### src/sccr_map.svh
// sccr_map.svh: register indices, field codes, reset values and timing
// assumes register indices are word indices, byte address is index * 4
`ifndef SCCR_MAP_SVH
`define SCCR_MAP_SVH
`define SCCR_IDX_CMD 12'h860
`define SCCR_IDX_SCON0 12'h882
`define SCCR_IDX_SCM0 12'h884
`define SCCR_IDX_STEP 12'h010
`define SCCR_IDX_MASK 12'h8b2
`define SCCR_IDX_MODE 12'h8b4
`define SCCR_CMD_WMASK 8'hf7
`define SCCR_SCM_WMASK 16'hfdff
`define SCCR_RST16 16'h0000
`define SCCR_RST8 8'h00
`define SCCR_CH_RSVD 2'b11
`define SCCR_MODE_NONMULTIPLEXED_INTERFACE 2'b00
`define SCCR_MODE_PCM 2'b01
`define SCCR_MODE_IDL 2'b10
`define SCCR_MODE_GCI 2'b11
`define SCCR_ROUTE_CH1 2'b01
`define SCCR_ROUTE_CH2 2'b10
`define SCCR_ROUTE_CH3 2'b11
`define SCCR_OP_BCS 2'b11
`define SCCR_PROTO_BISYNC 2'b11
`define SCCR_PRE_LAST 2'h3
`define SCCR_CMD_TIME_NS 40
`define SCCR_CLK_NS 10
`define SCCR_CMD_CYC ((`SCCR_CMD_TIME_NS+`SCCR_CLK_NS-1)/`SCCR_CLK_NS)
`endif

### src/sccr_pkg.sv
// sccr_pkg.sv: register layouts, decoded config records, command states
// assumes the layouts match the 16-bit and 8-bit register images
package sccr_pkg;
   typedef struct packed {
      logic soft_reset;
      logic gci_select;
      logic [1:0] opcode;
      logic rsvd;
      logic [1:0] target_channel_field;
      logic command_semaphore_flag;
   } sccr_cmd_t;
   typedef struct packed {
      logic wired_or_select;
      logic external_clock_select;
      logic tx_clock_select;
      logic rx_clock_select;
      logic [10:0] baud_divider_field;
      logic prescale_bit;
   } sccr_channel_clock_config_t;
   typedef struct packed {
      logic [3:0] flag_count_field;
      logic crc_length_bit;
      logic flag_sharing_enable;
      logic rsvd;
      logic retransmit_enable;
      logic idle_flags_bit;
      logic line_encoding_bit;
      logic [1:0] diag_mode;
      logic receiver_enable_bit;
      logic transmitter_enable_bit;
      logic [1:0] chan_mode;
   } sccr_scm_t;
   typedef struct packed {
      logic force_low_bit;
      logic sync_shape_select;
      logic [1:0] si_diag_field;
      logic strobe_control_two;
      logic strobe_control_one;
      logic [1:0] b2_route_field;
      logic [1:0] b1_route_field;
      logic [1:0] d_route_field;
      logic chan3_mux_disconnect;
      logic chan2_mux_disconnect;
      logic [1:0] interface_mode_field;
   } sccr_serial_interface_mode_t;
   typedef struct packed {
      logic tx_on;
      logic rx_on;
      logic crc32;
      logic nrzi;
      logic idle_flags;
      logic retransmit;
      logic shared_flag;
      logic [3:0] min_flags;
      logic [1:0] diag;
      logic [1:0] proto;
   } sccr_chan_cfg_t;
   typedef struct packed {
      logic sync_shape;
      logic [1:0] si_diag;
      logic [1:0] if_mode;
      logic [2:0] mux_conn;
      logic [2:0] d_route;
      logic [2:0] b1_route;
      logic [2:0] b2_route;
   } sccr_si_cfg_t;
   typedef enum logic [2:0] {
      ST_IDLE = 3'b001,
      ST_EXEC = 3'b010,
      ST_DONE = 3'b100
   } sccr_state_t;
endpackage : sccr_pkg

### src/sccr_regs.sv
// sccr_regs.sv: serial channel config and command registers, APB slave
// assumes channel engines on CLK; TIMER_INPUT_ONE_PIN, TX_CLOCK_PIN, RCLK come from pins
//
// Decided for this implementation: the APB interface to the registers.
`timescale 1ns/10ps
`include "sccr_map.svh"
module sccr_regs
   import sccr_pkg::*;
(
   input wire logic CLK,
   input wire logic SRST,
   input wire logic PSEL,
   input wire logic PENABLE,
   input wire logic PWRITE,
   input wire logic [15:0] PADDR,
   input wire logic [31:0] PWDATA,
   output logic [31:0] PRDATA,
   output logic PREADY,
   output logic PSLVERR,
   input wire logic TIMER_INPUT_ONE_PIN,
   input wire logic [2:0] TX_CLOCK_PIN,
   input wire logic [2:0] RCLK,
   input wire logic L1_TXD_IN,
   output logic L1_TXD,
   input wire logic [2:0] CH_TXD,
   output logic [2:0] TXD_O,
   output logic [2:0] TXD_OE,
   input wire logic B1_SLOT,
   input wire logic B2_SLOT,
   input wire logic [2:0] SLOT_BIT,
   output logic DS1,
   output logic DS2,
   output logic SLOT_BIT_EN,
   output logic [2:0] TX_CLK_EN,
   output logic [2:0] RX_CLK_EN,
   output logic CMD_VALID,
   output logic [3:0] CMD_OP,
   output logic [2:0] CMD_CHAN,
   output logic CMD_GCI,
   output sccr_chan_cfg_t [2:0] CHAN_CFG,
   output sccr_si_cfg_t SI_CFG
);
   sccr_cmd_t cmd_q, cmd_d;
   sccr_channel_clock_config_t [2:0] channel_clock_config_q, channel_clock_config_d;
   sccr_scm_t [2:0] scm_q, scm_d;
   sccr_serial_interface_mode_t mode_q, mode_d;
   logic [15:0] mask_q, mask_d;
   sccr_state_t st_q, st_d;
   logic [3:0] cnt_q, cnt_d;
   logic rdy_q, rdy_d;
   logic err_q, err_d;
   logic [31:0] rd_q, rd_d;
   logic [11:0] idx;
   logic acc, wr, hit, fire, wr_cmd;
   logic [15:0] rv;

   assign idx = PADDR[13:2];
   assign acc = PSEL && PENABLE && rdy_q;
   assign wr = acc && PWRITE && hit;
   assign wr_cmd = wr && idx == `SCCR_IDX_CMD;
   assign fire = st_q == ST_DONE;

   always_comb begin
      cmd_d = cmd_q;
      channel_clock_config_d = channel_clock_config_q;
      scm_d = scm_q;
      mode_d = mode_q;
      mask_d = mask_q;
      st_d = st_q;
      cnt_d = cnt_q;
      hit = 1'b0;
      rv = `SCCR_RST16;
      if (PADDR[15:14] == 2'h0 && PADDR[1:0] == 2'h0) begin
         if (idx == `SCCR_IDX_CMD) begin
            hit = 1'b1;
            rv = {8'h00, cmd_q};
         end
         if (idx == `SCCR_IDX_MASK) begin
            hit = 1'b1;
            rv = mask_q;
         end
         if (idx == `SCCR_IDX_MODE) begin
            hit = 1'b1;
            rv = mode_q;
         end
         for (int n = 0; n < 3; n++) begin
            if (idx == `SCCR_IDX_SCON0 + 12'(n) * `SCCR_IDX_STEP) begin
               hit = 1'b1;
               rv = channel_clock_config_q[n];
               if (wr) begin
                  channel_clock_config_d[n] = PWDATA[15:0];
               end
            end
            if (idx == `SCCR_IDX_SCM0 + 12'(n) * `SCCR_IDX_STEP) begin
               hit = 1'b1;
               rv = scm_q[n];
               if (wr) begin
                  scm_d[n] = PWDATA[15:0] & `SCCR_SCM_WMASK;
               end
            end
         end
      end
      if (wr && idx == `SCCR_IDX_MASK) begin
         mask_d = PWDATA[15:0];
      end
      if (wr && idx == `SCCR_IDX_MODE) begin
         mode_d = PWDATA[15:0];
      end
      // command walk; flag held for the whole run, freed at the end
      case (st_q)
         ST_IDLE: begin
            if (cmd_q.command_semaphore_flag) begin
               st_d = ST_EXEC;
               cnt_d = 4'(`SCCR_CMD_CYC - 1);
            end
         end
         ST_EXEC: begin
            cnt_d = cnt_q - 4'h1;
            if (cnt_q == 4'h0) begin
               st_d = ST_DONE;
            end
         end
         ST_DONE: begin
            st_d = ST_IDLE;
            cmd_d.command_semaphore_flag = 1'b0;
            cmd_d.soft_reset = 1'b0;
         end
         default: begin
            st_d = ST_IDLE;
         end
      endcase
      // a fresh write wins over the completion clear
      if (wr_cmd) begin
         cmd_d = PWDATA[7:0] & `SCCR_CMD_WMASK;
      end
      rdy_d = PSEL && PENABLE && !rdy_q;
      err_d = rdy_d && !hit;
      rd_d = (rdy_d && !PWRITE) ? {16'h0000, rv} : 32'h0000_0000;
   end

   always_ff @(posedge CLK) begin
      if (SRST) begin
         cmd_q <= `SCCR_RST8;
         channel_clock_config_q <= {3{`SCCR_RST16}};
         scm_q <= {3{`SCCR_RST16}};
         mode_q <= `SCCR_RST16;
         mask_q <= `SCCR_RST16;
         st_q <= ST_IDLE;
         cnt_q <= 4'h0;
         rdy_q <= 1'b0;
         err_q <= 1'b0;
         rd_q <= 32'h0000_0000;
      end else begin
         cmd_q <= cmd_d;
         channel_clock_config_q <= channel_clock_config_d;
         scm_q <= scm_d;
         mode_q <= mode_d;
         mask_q <= mask_d;
         st_q <= st_d;
         cnt_q <= cnt_d;
         rdy_q <= rdy_d;
         err_q <= err_d;
         rd_q <= rd_d;
      end
   end
   assign PREADY = rdy_q;
   assign PSLVERR = err_q;
   assign PRDATA = rd_q;

   // pin sync: a change counts once stages two and three agree
   logic [6:0] s1_q, s2_q, s3_q, f_q, f_d, rise;
   always_comb begin
      f_d = (s2_q & s3_q) | (f_q & (s2_q | s3_q));
      rise = f_d & ~f_q;
   end
   always_ff @(posedge CLK) begin
      if (SRST) begin
         s1_q <= 7'h00;
         s2_q <= 7'h00;
         s3_q <= 7'h00;
         f_q <= 7'h00;
      end else begin
         s1_q <= {RCLK, TX_CLOCK_PIN, TIMER_INPUT_ONE_PIN};
         s2_q <= s1_q;
         s3_q <= s2_q;
         f_q <= f_d;
      end
   end

   // baud generator per channel; one-cycle ticks, no second clock
   logic [2:0] tick;
   for (genvar g = 0; g < 3; g++) begin : g_baud
      logic [1:0] pre_q, pre_d;
      logic [10:0] div_q, div_d;
      logic tick_q, tick_d, src, ptk;
      always_comb begin
         src = channel_clock_config_q[g].external_clock_select ? rise[0] : 1'b1;
         ptk = src && (!channel_clock_config_q[g].prescale_bit ||
                       pre_q == `SCCR_PRE_LAST);
         pre_d = src ? pre_q + 2'h1 : pre_q;
         div_d = div_q;
         tick_d = 1'b0;
         if (ptk) begin
            if (div_q == 11'h000) begin
               div_d = channel_clock_config_q[g].baud_divider_field;
               tick_d = 1'b1;
            end else begin
               div_d = div_q - 11'h001;
            end
         end
      end
      always_ff @(posedge CLK) begin
         if (SRST) begin
            pre_q <= 2'h0;
            div_q <= 11'h000;
            tick_q <= 1'b0;
         end else begin
            pre_q <= pre_d;
            div_q <= div_d;
            tick_q <= tick_d;
         end
      end
      assign tick[g] = tick_q;
   end

   function automatic logic [2:0] route(input logic [1:0] f,
                                        input sccr_serial_interface_mode_t m);
      logic [2:0] r;
      r = 3'h0;
      case (f)
         `SCCR_ROUTE_CH1: r = 3'h1;
         `SCCR_ROUTE_CH2: r = {1'b0, !m.chan2_mux_disconnect, 1'b0};
         `SCCR_ROUTE_CH3: r = {!m.chan3_mux_disconnect, 2'h0};
         default: r = 3'h0;
      endcase
      return r;
   endfunction : route

   // output group: every port below leaves from a flip-flop
   logic l1_q, l1_d, ds1_q, ds1_d, ds2_q, ds2_d, ben_q, ben_d;
   logic [2:0] txo_q, txo_d, txoe_q, txoe_d;
   logic [2:0] tce_q, tce_d, rce_q, rce_d;
   logic cv_q, cv_d, cg_q, cg_d;
   logic [3:0] cop_q, cop_d;
   logic [2:0] cch_q, cch_d;
   sccr_chan_cfg_t [2:0] cfg_q, cfg_d;
   sccr_si_cfg_t si_q, si_d;
   logic gci_md, b_md;

   always_comb begin
      gci_md = mode_q.interface_mode_field == `SCCR_MODE_GCI;
      b_md = gci_md || mode_q.interface_mode_field == `SCCR_MODE_IDL;
      l1_d = L1_TXD_IN && !(mode_q.force_low_bit && gci_md);
      ds1_d = (B1_SLOT && !mode_q.strobe_control_one) ||
              (B2_SLOT && mode_q.strobe_control_two);
      ds2_d = (B2_SLOT && !mode_q.strobe_control_two) ||
              (B1_SLOT && mode_q.strobe_control_one);
      ben_d = b_md && ((B1_SLOT && mask_q[{1'b0, SLOT_BIT}]) ||
              (B2_SLOT && mask_q[{1'b1, SLOT_BIT}]));
      for (int n = 0; n < 3; n++) begin
         // open drain only pulls low, never drives a one
         txo_d[n] = !channel_clock_config_q[n].wired_or_select && CH_TXD[n];
         txoe_d[n] = !channel_clock_config_q[n].wired_or_select || !CH_TXD[n];
         tce_d[n] = channel_clock_config_q[n].tx_clock_select ? rise[1 + n] :
                    tick[n];
         rce_d[n] = channel_clock_config_q[n].rx_clock_select ? rise[4 + n] :
                    tick[n];
         cfg_d[n].tx_on = scm_q[n].transmitter_enable_bit;
         cfg_d[n].rx_on = scm_q[n].receiver_enable_bit;
         cfg_d[n].crc32 = scm_q[n].crc_length_bit;
         cfg_d[n].nrzi = scm_q[n].line_encoding_bit;
         cfg_d[n].idle_flags = scm_q[n].idle_flags_bit;
         cfg_d[n].retransmit = scm_q[n].retransmit_enable;
         cfg_d[n].shared_flag = scm_q[n].flag_sharing_enable &&
            scm_q[n].flag_count_field == 4'h0;
         cfg_d[n].min_flags = scm_q[n].flag_count_field;
         if (scm_q[n].flag_sharing_enable &&
             scm_q[n].flag_count_field != 4'h0) begin
            cfg_d[n].min_flags = scm_q[n].flag_count_field - 4'h1;
         end
         cfg_d[n].diag = scm_q[n].diag_mode;
         cfg_d[n].proto = scm_q[n].chan_mode;
      end
      si_d.sync_shape = mode_q.sync_shape_select;
      si_d.si_diag = mode_q.si_diag_field;
      si_d.if_mode = mode_q.interface_mode_field;
      si_d.mux_conn = 3'h0;
      if (mode_q.interface_mode_field != `SCCR_MODE_NONMULTIPLEXED_INTERFACE) begin
         si_d.mux_conn = {!mode_q.chan3_mux_disconnect,
                          !mode_q.chan2_mux_disconnect, 1'b1};
      end
      si_d.d_route = route(mode_q.d_route_field, mode_q);
      si_d.b1_route = route(mode_q.b1_route_field, mode_q);
      si_d.b2_route = route(mode_q.b2_route_field, mode_q);
      // command issue; reserved channel is dropped unless gci
      cg_d = fire && cmd_q.gci_select;
      cv_d = fire && (cmd_q.gci_select ||
             cmd_q.target_channel_field != `SCCR_CH_RSVD);
      cch_d = 3'h0;
      if (!cmd_q.gci_select) begin
         cch_d = 3'h1 << cmd_q.target_channel_field;
      end
      cop_d = 4'h0;
      if (cv_d) begin
         cop_d = 4'h1 << cmd_q.opcode;
      end
      // block check reset means nothing outside bisync
      if (!cmd_q.gci_select && cmd_q.opcode == `SCCR_OP_BCS &&
          (cmd_q.target_channel_field == `SCCR_CH_RSVD ||
           scm_q[cmd_q.target_channel_field].chan_mode !=
           `SCCR_PROTO_BISYNC)) begin
         cop_d = 4'h0;
      end
   end

   always_ff @(posedge CLK) begin
      if (SRST) begin
         l1_q <= 1'b1;
         ds1_q <= 1'b0;
         ds2_q <= 1'b0;
         ben_q <= 1'b0;
         txo_q <= 3'h7;
         txoe_q <= 3'h7;
         tce_q <= 3'h0;
         rce_q <= 3'h0;
         cv_q <= 1'b0;
         cg_q <= 1'b0;
         cop_q <= 4'h0;
         cch_q <= 3'h0;
         cfg_q <= '0;
         si_q <= '0;
      end else begin
         l1_q <= l1_d;
         ds1_q <= ds1_d;
         ds2_q <= ds2_d;
         ben_q <= ben_d;
         txo_q <= txo_d;
         txoe_q <= txoe_d;
         tce_q <= tce_d;
         rce_q <= rce_d;
         cv_q <= cv_d;
         cg_q <= cg_d;
         cop_q <= cop_d;
         cch_q <= cch_d;
         cfg_q <= cfg_d;
         si_q <= si_d;
      end
   end
   assign L1_TXD = l1_q;
   assign DS1 = ds1_q;
   assign DS2 = ds2_q;
   assign SLOT_BIT_EN = ben_q;
   assign TXD_O = txo_q;
   assign TXD_OE = txoe_q;
   assign TX_CLK_EN = tce_q;
   assign RX_CLK_EN = rce_q;
   assign CMD_VALID = cv_q;
   assign CMD_GCI = cg_q;
   assign CMD_OP = cop_q;
   assign CMD_CHAN = cch_q;
   assign CHAN_CFG = cfg_q;
   assign SI_CFG = si_q;
endmodule : sccr_regs

### config.mk
export PLATFORM = sky130hd
export DESIGN_NAME = sccr_regs
export DESIGN_NICKNAME = d
export VERILOG_FILES = /design/src/sccr_pkg.sv /design/src/sccr_regs.sv
export VERILOG_INCLUDE_DIRS = /design/src
export SDC_FILE = /design/constraint.sdc
export NUM_CORES = 1
export LEC_CHECK = 0
export ABC_AREA = 1
export BUFFER_PORTS_ARGS = -buffer_cell sky130_fd_sc_hd__buf_2
export CORE_MARGIN = 3
export CORE_UTILIZATION = 31
export DETAILED_ROUTE_END_ITERATION = 10
export GPL_ROUTABILITY_DRIVEN = 0
export PLACE_DENSITY_LB_ADDON = 0.05
export SLEW_MARGIN = 20
export SYNTH_ARGS = -nofsm -noshare
export SYNTH_HDL_FRONTEND = slang
export SYNTH_SLANG_ARGS = --single-unit
export TNS_END_PERCENT = 10
### constraint.sdc
create_clock -name CLK -period 3.4 [get_ports CLK]
set_input_delay 0 -clock CLK [delete_from_list [all_inputs] [get_ports CLK]]
set_output_delay 0 -clock CLK [all_outputs]
set_load 0.01 [all_outputs]
==> metrics.txt, run 1 <==
top_reg_cell synth=dfxtp_1; Worst Path Buf+Inv=3; skew final=about 0.018 ns; pwr/cell area=just over 600 nW/um^2; post-CTS setup buffer count=0; Synth Cell Area=between 10000 and 15000 um^2; area share of the largest cell type after synthesis=approximately half; Via density=about 4.8; Horiz. Die Dim=just over 200 um; crit end category=register; Mean Syn Cell Area=7.48 um^2; Iter 0 DRT Violations=855; Reg2Reg Depth=7; CTS tree=built; RSZ-0062 raised after global routing=no; LEAKAGE=around 6.7 nW; Hold WS=~0.025 ns; number of fillers in the final layout=approximately 4300; Worst R2R End=SLOT_BIT_EN; Num CTS Buffers=38; Worst Setup SP=mask_q[6]; ys async rst share=0%; global-route wire length before repair=66800 um; Final min period=between 2 and 3 ns; status=finished, final reports clean; setup_tns=0 ns; Setup violations, final=0; largest net degree at the start of global routing=91; CP Max Fanout=3; Syn-to-layout area delta=21.9%; initial antenna violation count=2; WL/cell=between 15 and 20 um; MaxCap Viol Count=0; # DRC=0; row cnt=73; # IOs=between 150 and 200; gate count of the mapped netlist=1688; worst path required time=between 3 and 4 ns; Crit path max-delay family=buffers and inverters; register area=about 6300 um^2; Seq/Total Area, Yosys=49.8%; worst-margin pin slew=0.991 ns; Tcrit/Tclk final=between 80% and 90%; Die Span Y=208 um; clock sink count=approximately 310; startpoint types=register; most used cell, CP=dlygate4sd3_1; top cells by area, synth=dfxtp_1 50%, nor2_1 12%, o21ai_0 8.8%; CTS root buf=clkbuf_16; Max Clk Rate=between 300 and 400 MHz; port bufs=around 160; TritonRoute pass-1 iters=5; critical path class=reg -> reg; Unique masters post-synth=between 40 and 50; Yosys top cell by area=dfxtp_1; crit path DAT=between 3 and 4 ns; power after layout=0.00928 W; crit path to=SLOT_BIT_EN; Worst path max stage delay=0.58 ns; final design utilization=roughly 38%; CTS-repair resized insts=0; slowest CP cell=dlygate4sd3_1; ANT nets after route=0; number of global-route vias before repair=~11000; HP Class=in -> reg; placed wire-length estimate=between 30000 and 40000 um; routed vias=11500; Slew Limit Fails=0; cell count along the critical path=7; Critical R2R Launch=mask_q[6]; Routed WL=roughly 44000 um; depth of the CTS H-tree=2; grt total ovfl=0; Peak VDD IR=roughly 0.31 mV; Yosys reg bits=about 310; clock-pin slew on the worst setup and hold paths=roughly 0.050 ns; Die Footprint=43200 um^2; Slew headroom=33.3%; # nets final=1940; synth cell count leaders=397 x nor2_1, 314 x dfxtp_1, 222 x o21ai_0; CTS max path bufs=3; Global Route Usage Sum=about a fifth; layout cell share with drive strength beyond 1=13.4%; worst-path cell chain=o21ai_0, o221ai_1, dlygate4sd3_1, nand3_1, dlygate4sd3_1, a21boi_0, dlygate4sd3_1; reg2reg setup slack=0.65 ns; multi-input logic area=5230 um^2; Post-synth EDFFs=0; Warnings, synthesis=0; Clk Latency, worst-skew pair=roughly 0.55 ns; starting density of the core=a little under a third; final hold vios=0; top-count cell post-synth=nor2_1; CORE AREA=40000 um^2
how the worst min path moves through the flow:
| stage | from | to | cells after the start |
|---|---|---|---|
| final | PWRITE | PRDATA[1] | 6 |
| after global routing | PWRITE | PRDATA[1] | 6 |
| after CTS | PWRITE | PRDATA[1] | 6 |
| after detailed placement | TX_CLOCK_PIN[1] | s1_q[2] | 3 |
| after global placement | CH_TXD[0] | TXD_OE[0] | 2 |
| after floorplan | CH_TXD[0] | TXD_OE[0] | 1 |
kinds of logic after synthesis:
logic type | count (synthesis) | share of synthesized area (%)
and+or+nand+nor | 686 | 22.7
AOI/OAI and AO/OA | 390 | 16.7
DFF | 314 | 49.8
buffers and inverters | 279 | 9.25
adders and majority gates | 10 | 0.991
xor gates and xnor gates | 6 | 0.416
muxes | 2 | 0.159
other | 1 | 0.0297
report_power, final:
part,switching (W),internal (W)
registers,0.000149,0.00388
logic,0.000773,0.000523
clock network,0.00159,0.00237
total,0.00251,0.00678
state kept, by name, indices dropped and copies added, names as in the netlist, 15 cells and up:
register / cells
channel_clock_config_q: 48
CHAN_CFG: 45
mode_q: 16
PRDATA: 16
mask_q: 16
SI_CFG: 17
scm_q: 15
cfg_d: 30
g_baud.div_q: 33
what timing repair did:
| item | CTS | global route |
|---|---|---|
| setup endpoints to repair | 0 | 0 |
| hold buffers | 41 | 0 |
| hold endpoints to repair | 175 | 0 |
final cells by class:
class / instances / share of cell area (%)
Timing Repair Buffer: 214 / 8.57
Multi-Input combinational cell: 1110 / 34.0
Clock buffer: 59 / 7.42
Antenna cell: 1 / 0.0163
Inverter: 183 / 4.48
Tap cell: 525 / 4.27
Clock inverter: 6 / 0.415
Sequential cell: 314 / 40.9
metrics by stage:
stage                     setup WS, ns  area [um^2]  cells
after floorplan                   1.46        12700   1703
after global placement           0.648        13800   2305
after detailed placement         0.620        13800   2305
after CTS                        0.734        15400   2411
after global routing             0.541        15400   2412
final                            0.647        15400   2412
worst reg2reg max path, cell delays in order, from the launching register on:
cell           delay [ns]
dfxtp_1              0.41
o21ai_0              0.12
o221ai_1             0.17
dlygate4sd3_1        0.58
nand3_1              0.07
dlygate4sd3_1        0.57
a21boi_0             0.20
dlygate4sd3_1        0.58
per-layer routing:
| layer | track usage, % | wire [um] | vias up | part of all wire [%] |
|---|---|---|---|---|
| li1 | - | - | 5798 | - |
| met4 | 6.14 | 1160 | 2 | 2.6 |
| met3 | 3.20 | 2170 | 66 | 4.9 |
| met2 | 29.1 | 18600 | 309 | 42 |
| met5 | 0 | 11 | - | 0.025 |
| met1 | 29.6 | 22000 | 5336 | 50 |
placed cells by master (no fill, tap or decap), drive strengths merged, types with 2 or more instances in the layout:
cell | synthesis | routed
clkbuf | 48 | 59
nand3 | 50 | 50
o22ai | 2 | 2
a21oi | 109 | 109
xor2 | 4 | 4
dfxtp | 314 | 314
clkinvlp | 0 | 2
nand3b | 7 | 7
nor3 | 38 | 38
o21ai | 227 | 227
o221ai | 3 | 3
a32o | 2 | 2
a31oi | 2 | 2
o31ai | 2 | 2
dlygate4sd3 | 0 | 41
a211oi | 3 | 3
nor4 | 7 | 7
a311oi | 2 | 2
or2 | 4 | 4
clkinv | 2 | 3
ha | 10 | 10
xnor2 | 2 | 2
conb | 1 | 16
nand2 | 162 | 162
inv | 181 | 183
o211ai | 21 | 21
nor2 | 408 | 408
nand4 | 10 | 10
a221oi | 11 | 11
mux2i | 2 | 2
buf | 48 | 173
Note: power is estimated with default switching activity, not from simulation.
==> inputs of run 2 (changes only) <==
==> constraint.sdc (replaced) <==
create_clock -name CLK -period 2.5 [get_ports CLK]
set_input_delay 0 -clock CLK [delete_from_list [all_inputs] [get_ports CLK]]
set_output_delay 0 -clock CLK [all_outputs]
set_load 0.01 [all_outputs]
==> run 2 against run 1 <==
Clock skew up 0.0045 ns; first-iteration DRC count down 4.6%; fmax up 26%; hold slack better by 0.061 ns; combinational power up 39%; cell count up 0.46%; via count down 0.63%; sequential power up 36%; sequential share of layout area down 0.60 points; non-clock buffer count up 8; design area up 1.5%; largest power group is now the clock network.
==> metrics.txt, run 2 (same netlist as run 1, synthesis figures left out) <==
WL/cell=18.2 um (about the same); Global Route Usage Sum=19.9% (+0.13 points); Non-Filler Instances=2423 (+0.46%); number of global-route vias before repair=11000 (+0.25%); Slew headroom=42.7% (+9.4 points); initial antenna violation count=1 (-1); antenna diode count=0 (-1); post-CTS setup buffer count=0 (unchanged); Num CTS Buffers=38 (unchanged); grt total ovfl=0 (unchanged); row cnt=73 (unchanged); # IOs=190 (unchanged); critical path class=reg -> reg; Setup violations, final=0 (unchanged); skew final=0.0220 ns (+0.00446 ns); CTS max path bufs=3 (unchanged); commonest non-fill, non-tap cell in the layout=nor2_1; Iter 0 DRT Violations=816 (-4.6%); Biggest register=channel_clock_config_q; largest net degree at the start of global routing=172 (+89%); Max Clk Rate=457 MHz (+26%); # DRC=0 (unchanged); CTS root buf=clkbuf_16; RSZ-0062 raised after global routing=no; crit path DAT=2.58 ns (-0.65 ns); most frequent cells in the layout=397 x nor2_1, 314 x dfxtp_1, 222 x o21ai_0, 176 x inv_1, 160 x nand2_1; status=finished, final reports clean; starting density of the core=31.6% (unchanged); port bufs=157 (unchanged); number of fillers in the final layout=4267 (+0.35%); Final min period=2.19 ns (-0.565 ns); Tcrit/Tclk final=87.5% (+6.5 points); Placed Cells=2316 (+0.48%); layout cell share with drive strength beyond 1=14.4% (+0.97 points); Die Footprint=43200 um^2 (unchanged); CTS tree=built; power after layout=0.0133 W (+43%); Peak VDD IR=0.402 mV (+29%); depth of the CTS H-tree=2 (unchanged); Via density=4.72 (-1.1%); startpoint types=register; ANT nets after route=0 (unchanged); TritonRoute pass-1 iters=6 (+1); routed vias=11400 (-0.63%); Syn-to-layout area delta=23.7%; MaxCap Viol Count=0 (unchanged); LEAKAGE=6.84 nW (+2.0%); CORE AREA=40000 um^2 (unchanged); Horiz. Die Dim=208 um (unchanged); worst-margin pin slew=0.860 ns (-0.132 ns); setup_tns=0 ns (unchanged); worst path required time=2.89 ns (-0.99 ns); pwr/cell area=849 nW/um^2 (+41%); max reg flops=48 (unchanged); # nets final=1948 (+0.41%); Die Span Y=208 um (unchanged); crit end category=register; placed wire-length estimate=30500 um (-0.15%); final hold vios=0 (unchanged); global-route wire length before repair=67000 um (+0.25%); CP Max Fanout=12 (+9); Clk Latency, worst-skew pair=0.55 ns (about the same); clock-pin slew on the worst setup and hold paths=0.06 ns (about the same); Routed WL=44100 um (+0.42%); Slew Limit Fails=0 (unchanged); HP Class=in -> reg; clock sink count=314 (unchanged)
## run 2: timing repair
item / 4_1_cts / 5_1_grt
gates resized for setup: 0 / 1
endpoints found under the hold margin: 151 / 0
hold buffers: 38 / 0
endpoints found under the setup margin: 0 / 1
## run 2: critical path, cell delays in order (launching register included)
cell     delay (ns)
dfxtp_1        0.35
inv_1          0.09
ha_1           0.21
nand3_1        0.15
nor3_1         0.32
nand2_1        0.11
nor2_1         0.15
inv_1          0.20
or2_2          0.33
nand3_1        0.08
a21oi_1        0.05
## run 2: per-stage QoR
| stage | setup slack [ns] | hold slack [ns] | instance area (um^2) | util [%] |
|---|---|---|---|---|
| after detailed placement | 0.0864 | 0.213 | 13900 | 34.7 |
| after global routing | 0.159 | 0.111 | 15600 | 39.0 |
| after global placement | 0.161 | 0.206 | 13900 | 34.7 |
| after CTS | 0.277 | 0.0588 | 15600 | 39.0 |
| after floorplan | 0.558 | 0.0866 | 12700 | - |
| final | 0.312 | 0.0870 | 15600 | 39.0 |
## run 2: path summary, 6_finish.rpt
kind / startpoint / to / slack, ns / cells after the start
worst max-delay path: g_baud[1].div_q[0] / g_baud[1].div_q[9] / 0.31 / 10
worst min-delay path: SLOT_BIT[0] / SLOT_BIT_EN / 0.09 / 5
worst max register to register: g_baud[1].div_q[0] / g_baud[1].div_q[9] / 0.31 / 10
worst min register to register: s1_q[6] / s2_q[6] / 0.40 / 2
## run 2: where the power goes
part	total (W)	switching, W	internal (W)
registers	0.00548	0.000206	0.00528
logic	0.00181	0.00107	0.000740
clock network	0.00597	0.00220	0.00377
## run 2: final cells by class
| cell class | instances | area, um^2 | share of cell area [%] |
|---|---|---|---|
| repair buffers | 222 | 1380 | 8.86 |
| clock buffers | 57 | 1180 | 7.53 |
| inverters | 183 | 689 | 4.41 |
| well taps | 525 | 657 | 4.21 |
| flip-flops and latches | 314 | 6290 | 40.2 |
| multi-input cells | 1110 | 5230 | 33.5 |
| clock inverters | 12 | 194 | 1.24 |
## run 2: metal layers
layer / global-route usage (%) / vias up / part of all wire (%)
met5: 0 / - / 0.029
met4: 5.95 / 2 / 2.4
met3: 3.22 / 55 / 5.3
met2: 30.2 / 288 / 43
met1: 29.2 / 5268 / 49
li1: - / 5825 / -
==> inputs of run 3 (changes only) <==
--- a/config.mk
+++ b/config.mk
@@ -7,7 +7,7 @@
 export NUM_CORES = 1
 export LEC_CHECK = 0
 export ABC_AREA = 1
-export BUFFER_PORTS_ARGS = -buffer_cell sky130_fd_sc_hd__buf_2
+export BUFFER_PORTS_ARGS = -buffer_cell sky130_fd_sc_hd__clkbuf_2
 export CORE_MARGIN = 3
 export CORE_UTILIZATION = 31
 export DETAILED_ROUTE_END_ITERATION = 10
==> run 3 against run 2 <==
Sequential power about the same; critical path depth down 1; register-to-register slack worse by 0.02 ns; non-clock buffer count up 1; critical endpoint is now PRDATA[14].
==> metrics.txt, run 3 (same netlist as run 1, synthesis figures left out) <==
Die Footprint=43200 um^2 (unchanged); port bufs=157 (unchanged); critical path class=in -> reg; crit end category=register; skew final=0.0165 ns (-0.00549 ns); Slew headroom=43.4% (+0.72 points); Global Route Usage Sum=19.9% (about the same); clock sink count=314 (unchanged); CTS tree=built; LEAKAGE=6.70 nW (-2.1%); Horiz. Die Dim=208 um (unchanged); Peak VDD IR=0.373 mV (-7.2%); antenna diode count=0 (unchanged); grt total ovfl=0 (unchanged); # DRC=0 (unchanged); row cnt=73 (unchanged); global-route wire length before repair=67200 um (+0.35%); number of global-route vias before repair=10900 (-0.98%); Slew Limit Fails=0 (unchanged); Die Span Y=208 um (unchanged); final hold vios=0 (unchanged); clock-pin slew on the worst setup and hold paths=0.06 ns (about the same); routed vias=11500 (+0.17%); Via density=4.74 (+0.47%); initial antenna violation count=0 (-1); worst path required time=2.94 ns (+0.05 ns); # IOs=190 (unchanged); RSZ-0062 raised after global routing=no; # nets final=1948 (unchanged); status=finished, final reports clean; WL/cell=18.1 um (-0.42%); Final min period=2.25 ns (+0.0595 ns); commonest non-fill, non-tap cell in the layout=nor2_1; depth of the CTS H-tree=2 (unchanged); pwr/cell area=822 nW/um^2 (-3.2%); CTS root buf=clkbuf_16; ANT nets after route=0 (unchanged); HP Class=in -> reg; startpoint types=primary input; Tcrit/Tclk final=89.9% (+2.4 points); Setup violations, final=0 (unchanged); largest net degree at the start of global routing=172 (unchanged); Syn-to-layout area delta=22.4%; layout cell share with drive strength beyond 1=14.1% (-0.26 points); TritonRoute pass-1 iters=5 (-1); starting density of the core=31.6% (unchanged); setup_tns=0 ns (unchanged); placed wire-length estimate=30500 um (about the same); CP Max Fanout=15 (+3); post-CTS setup buffer count=0 (unchanged); crit path DAT=2.68 ns (+0.10 ns); worst-margin pin slew=0.849 ns (-0.0108 ns); Biggest register=channel_clock_config_q; final design utilization=38.6% (-0.39 points); Max Clk Rate=445 MHz (-2.6%); number of fillers in the final layout=4270 (+0.070%); CORE AREA=40000 um^2 (unchanged); CTS max path bufs=3 (unchanged); most frequent cells in the layout=397 x nor2_1, 314 x dfxtp_1, 222 x o21ai_0, 176 x inv_1, 160 x nand2_1; Clk Latency, worst-skew pair=0.55 ns (about the same); MaxCap Viol Count=0 (unchanged); Iter 0 DRT Violations=818 (+0.25%); Num CTS Buffers=37 (-2.6%); max reg flops=48 (unchanged); Routed WL=43800 um (-0.71%)
run 3: stage by stage:
step | hold slack [ns] | instances | total power, W | area, um^2 | setup slack (ns)
2_1_floorplan | 0.0866 | 1703 | 0.00691 | 12700 | 0.558
3_3_place_gp | 0.194 | 2317 | 0.00734 | 13900 | 0.128
3_5_place_dp | 0.196 | 2317 | 0.00735 | 13900 | 0.134
4_1_cts | 0.0295 | 2416 | 0.0129 | 15500 | 0.311
5_1_grt | 0.0306 | 2416 | 0.0134 | 15500 | 0.107
6_report | 0.0556 | 2416 | 0.0127 | 15500 | 0.253
run 3: timing repair:
item	4_1_cts	5_1_grt
endpoints found under the hold margin	104	0
hold buffers	38	0
resized for setup	0	1
endpoints found under the setup margin	0	2
run 3: critical path, cell delays in order:
cell           delay, ns
dlygate4sd3_1       0.54
clkbuf_2            0.10
nor4_1              0.18
dlygate4sd3_1       0.60
buf_4               0.14
nand3_1             0.19
inv_1               0.41
o21ai_0             0.21
a21oi_1             0.30
run 3: path summary, 6_finish.rpt:
kind,slack [ns],start,cells past startpoint,to
setup / recovery,0.25,PADDR[0],9,PRDATA[14]
hold / removal,0.06,PWDATA[7],3,cfg_d[40]
setup reg to reg,0.29,mask_q[6],6,SLOT_BIT_EN
hold reg to reg,0.40,s1_q[1],2,s2_q[1]
run 3: final cells by class:
| type | count | area [um^2] | share of cell area [%] |
|---|---|---|---|
| inverters | 183 | 689 | 4.46 |
| clock inverters | 8 | 96.3 | 0.623 |
| repair buffers | 223 | 1390 | 9.00 |
| flip-flops and latches | 314 | 6290 | 40.7 |
| multi-input cells | 1110 | 5230 | 33.8 |
| well taps | 525 | 657 | 4.25 |
| clock buffers | 53 | 1110 | 7.17 |
run 3: power by group:
part           leakage, nW  internal (W)  switching (W)
registers             2.54       0.00528       0.000205
clock network        0.594       0.00327        0.00214
logic                 3.56      0.000750        0.00106
run 3: layer usage:
| layer | track usage, % | vias to the layer above | wire length [um] |
|---|---|---|---|
| met1 | 30.2 | 5296 | 22300 |
| met4 | 5.91 | 0 | 1020 |
| li1 | - | 5822 | - |
| met2 | 29.3 | 276 | 18500 |
| met3 | 2.78 | 64 | 1980 |
| met5 | 0 | - | 0 |
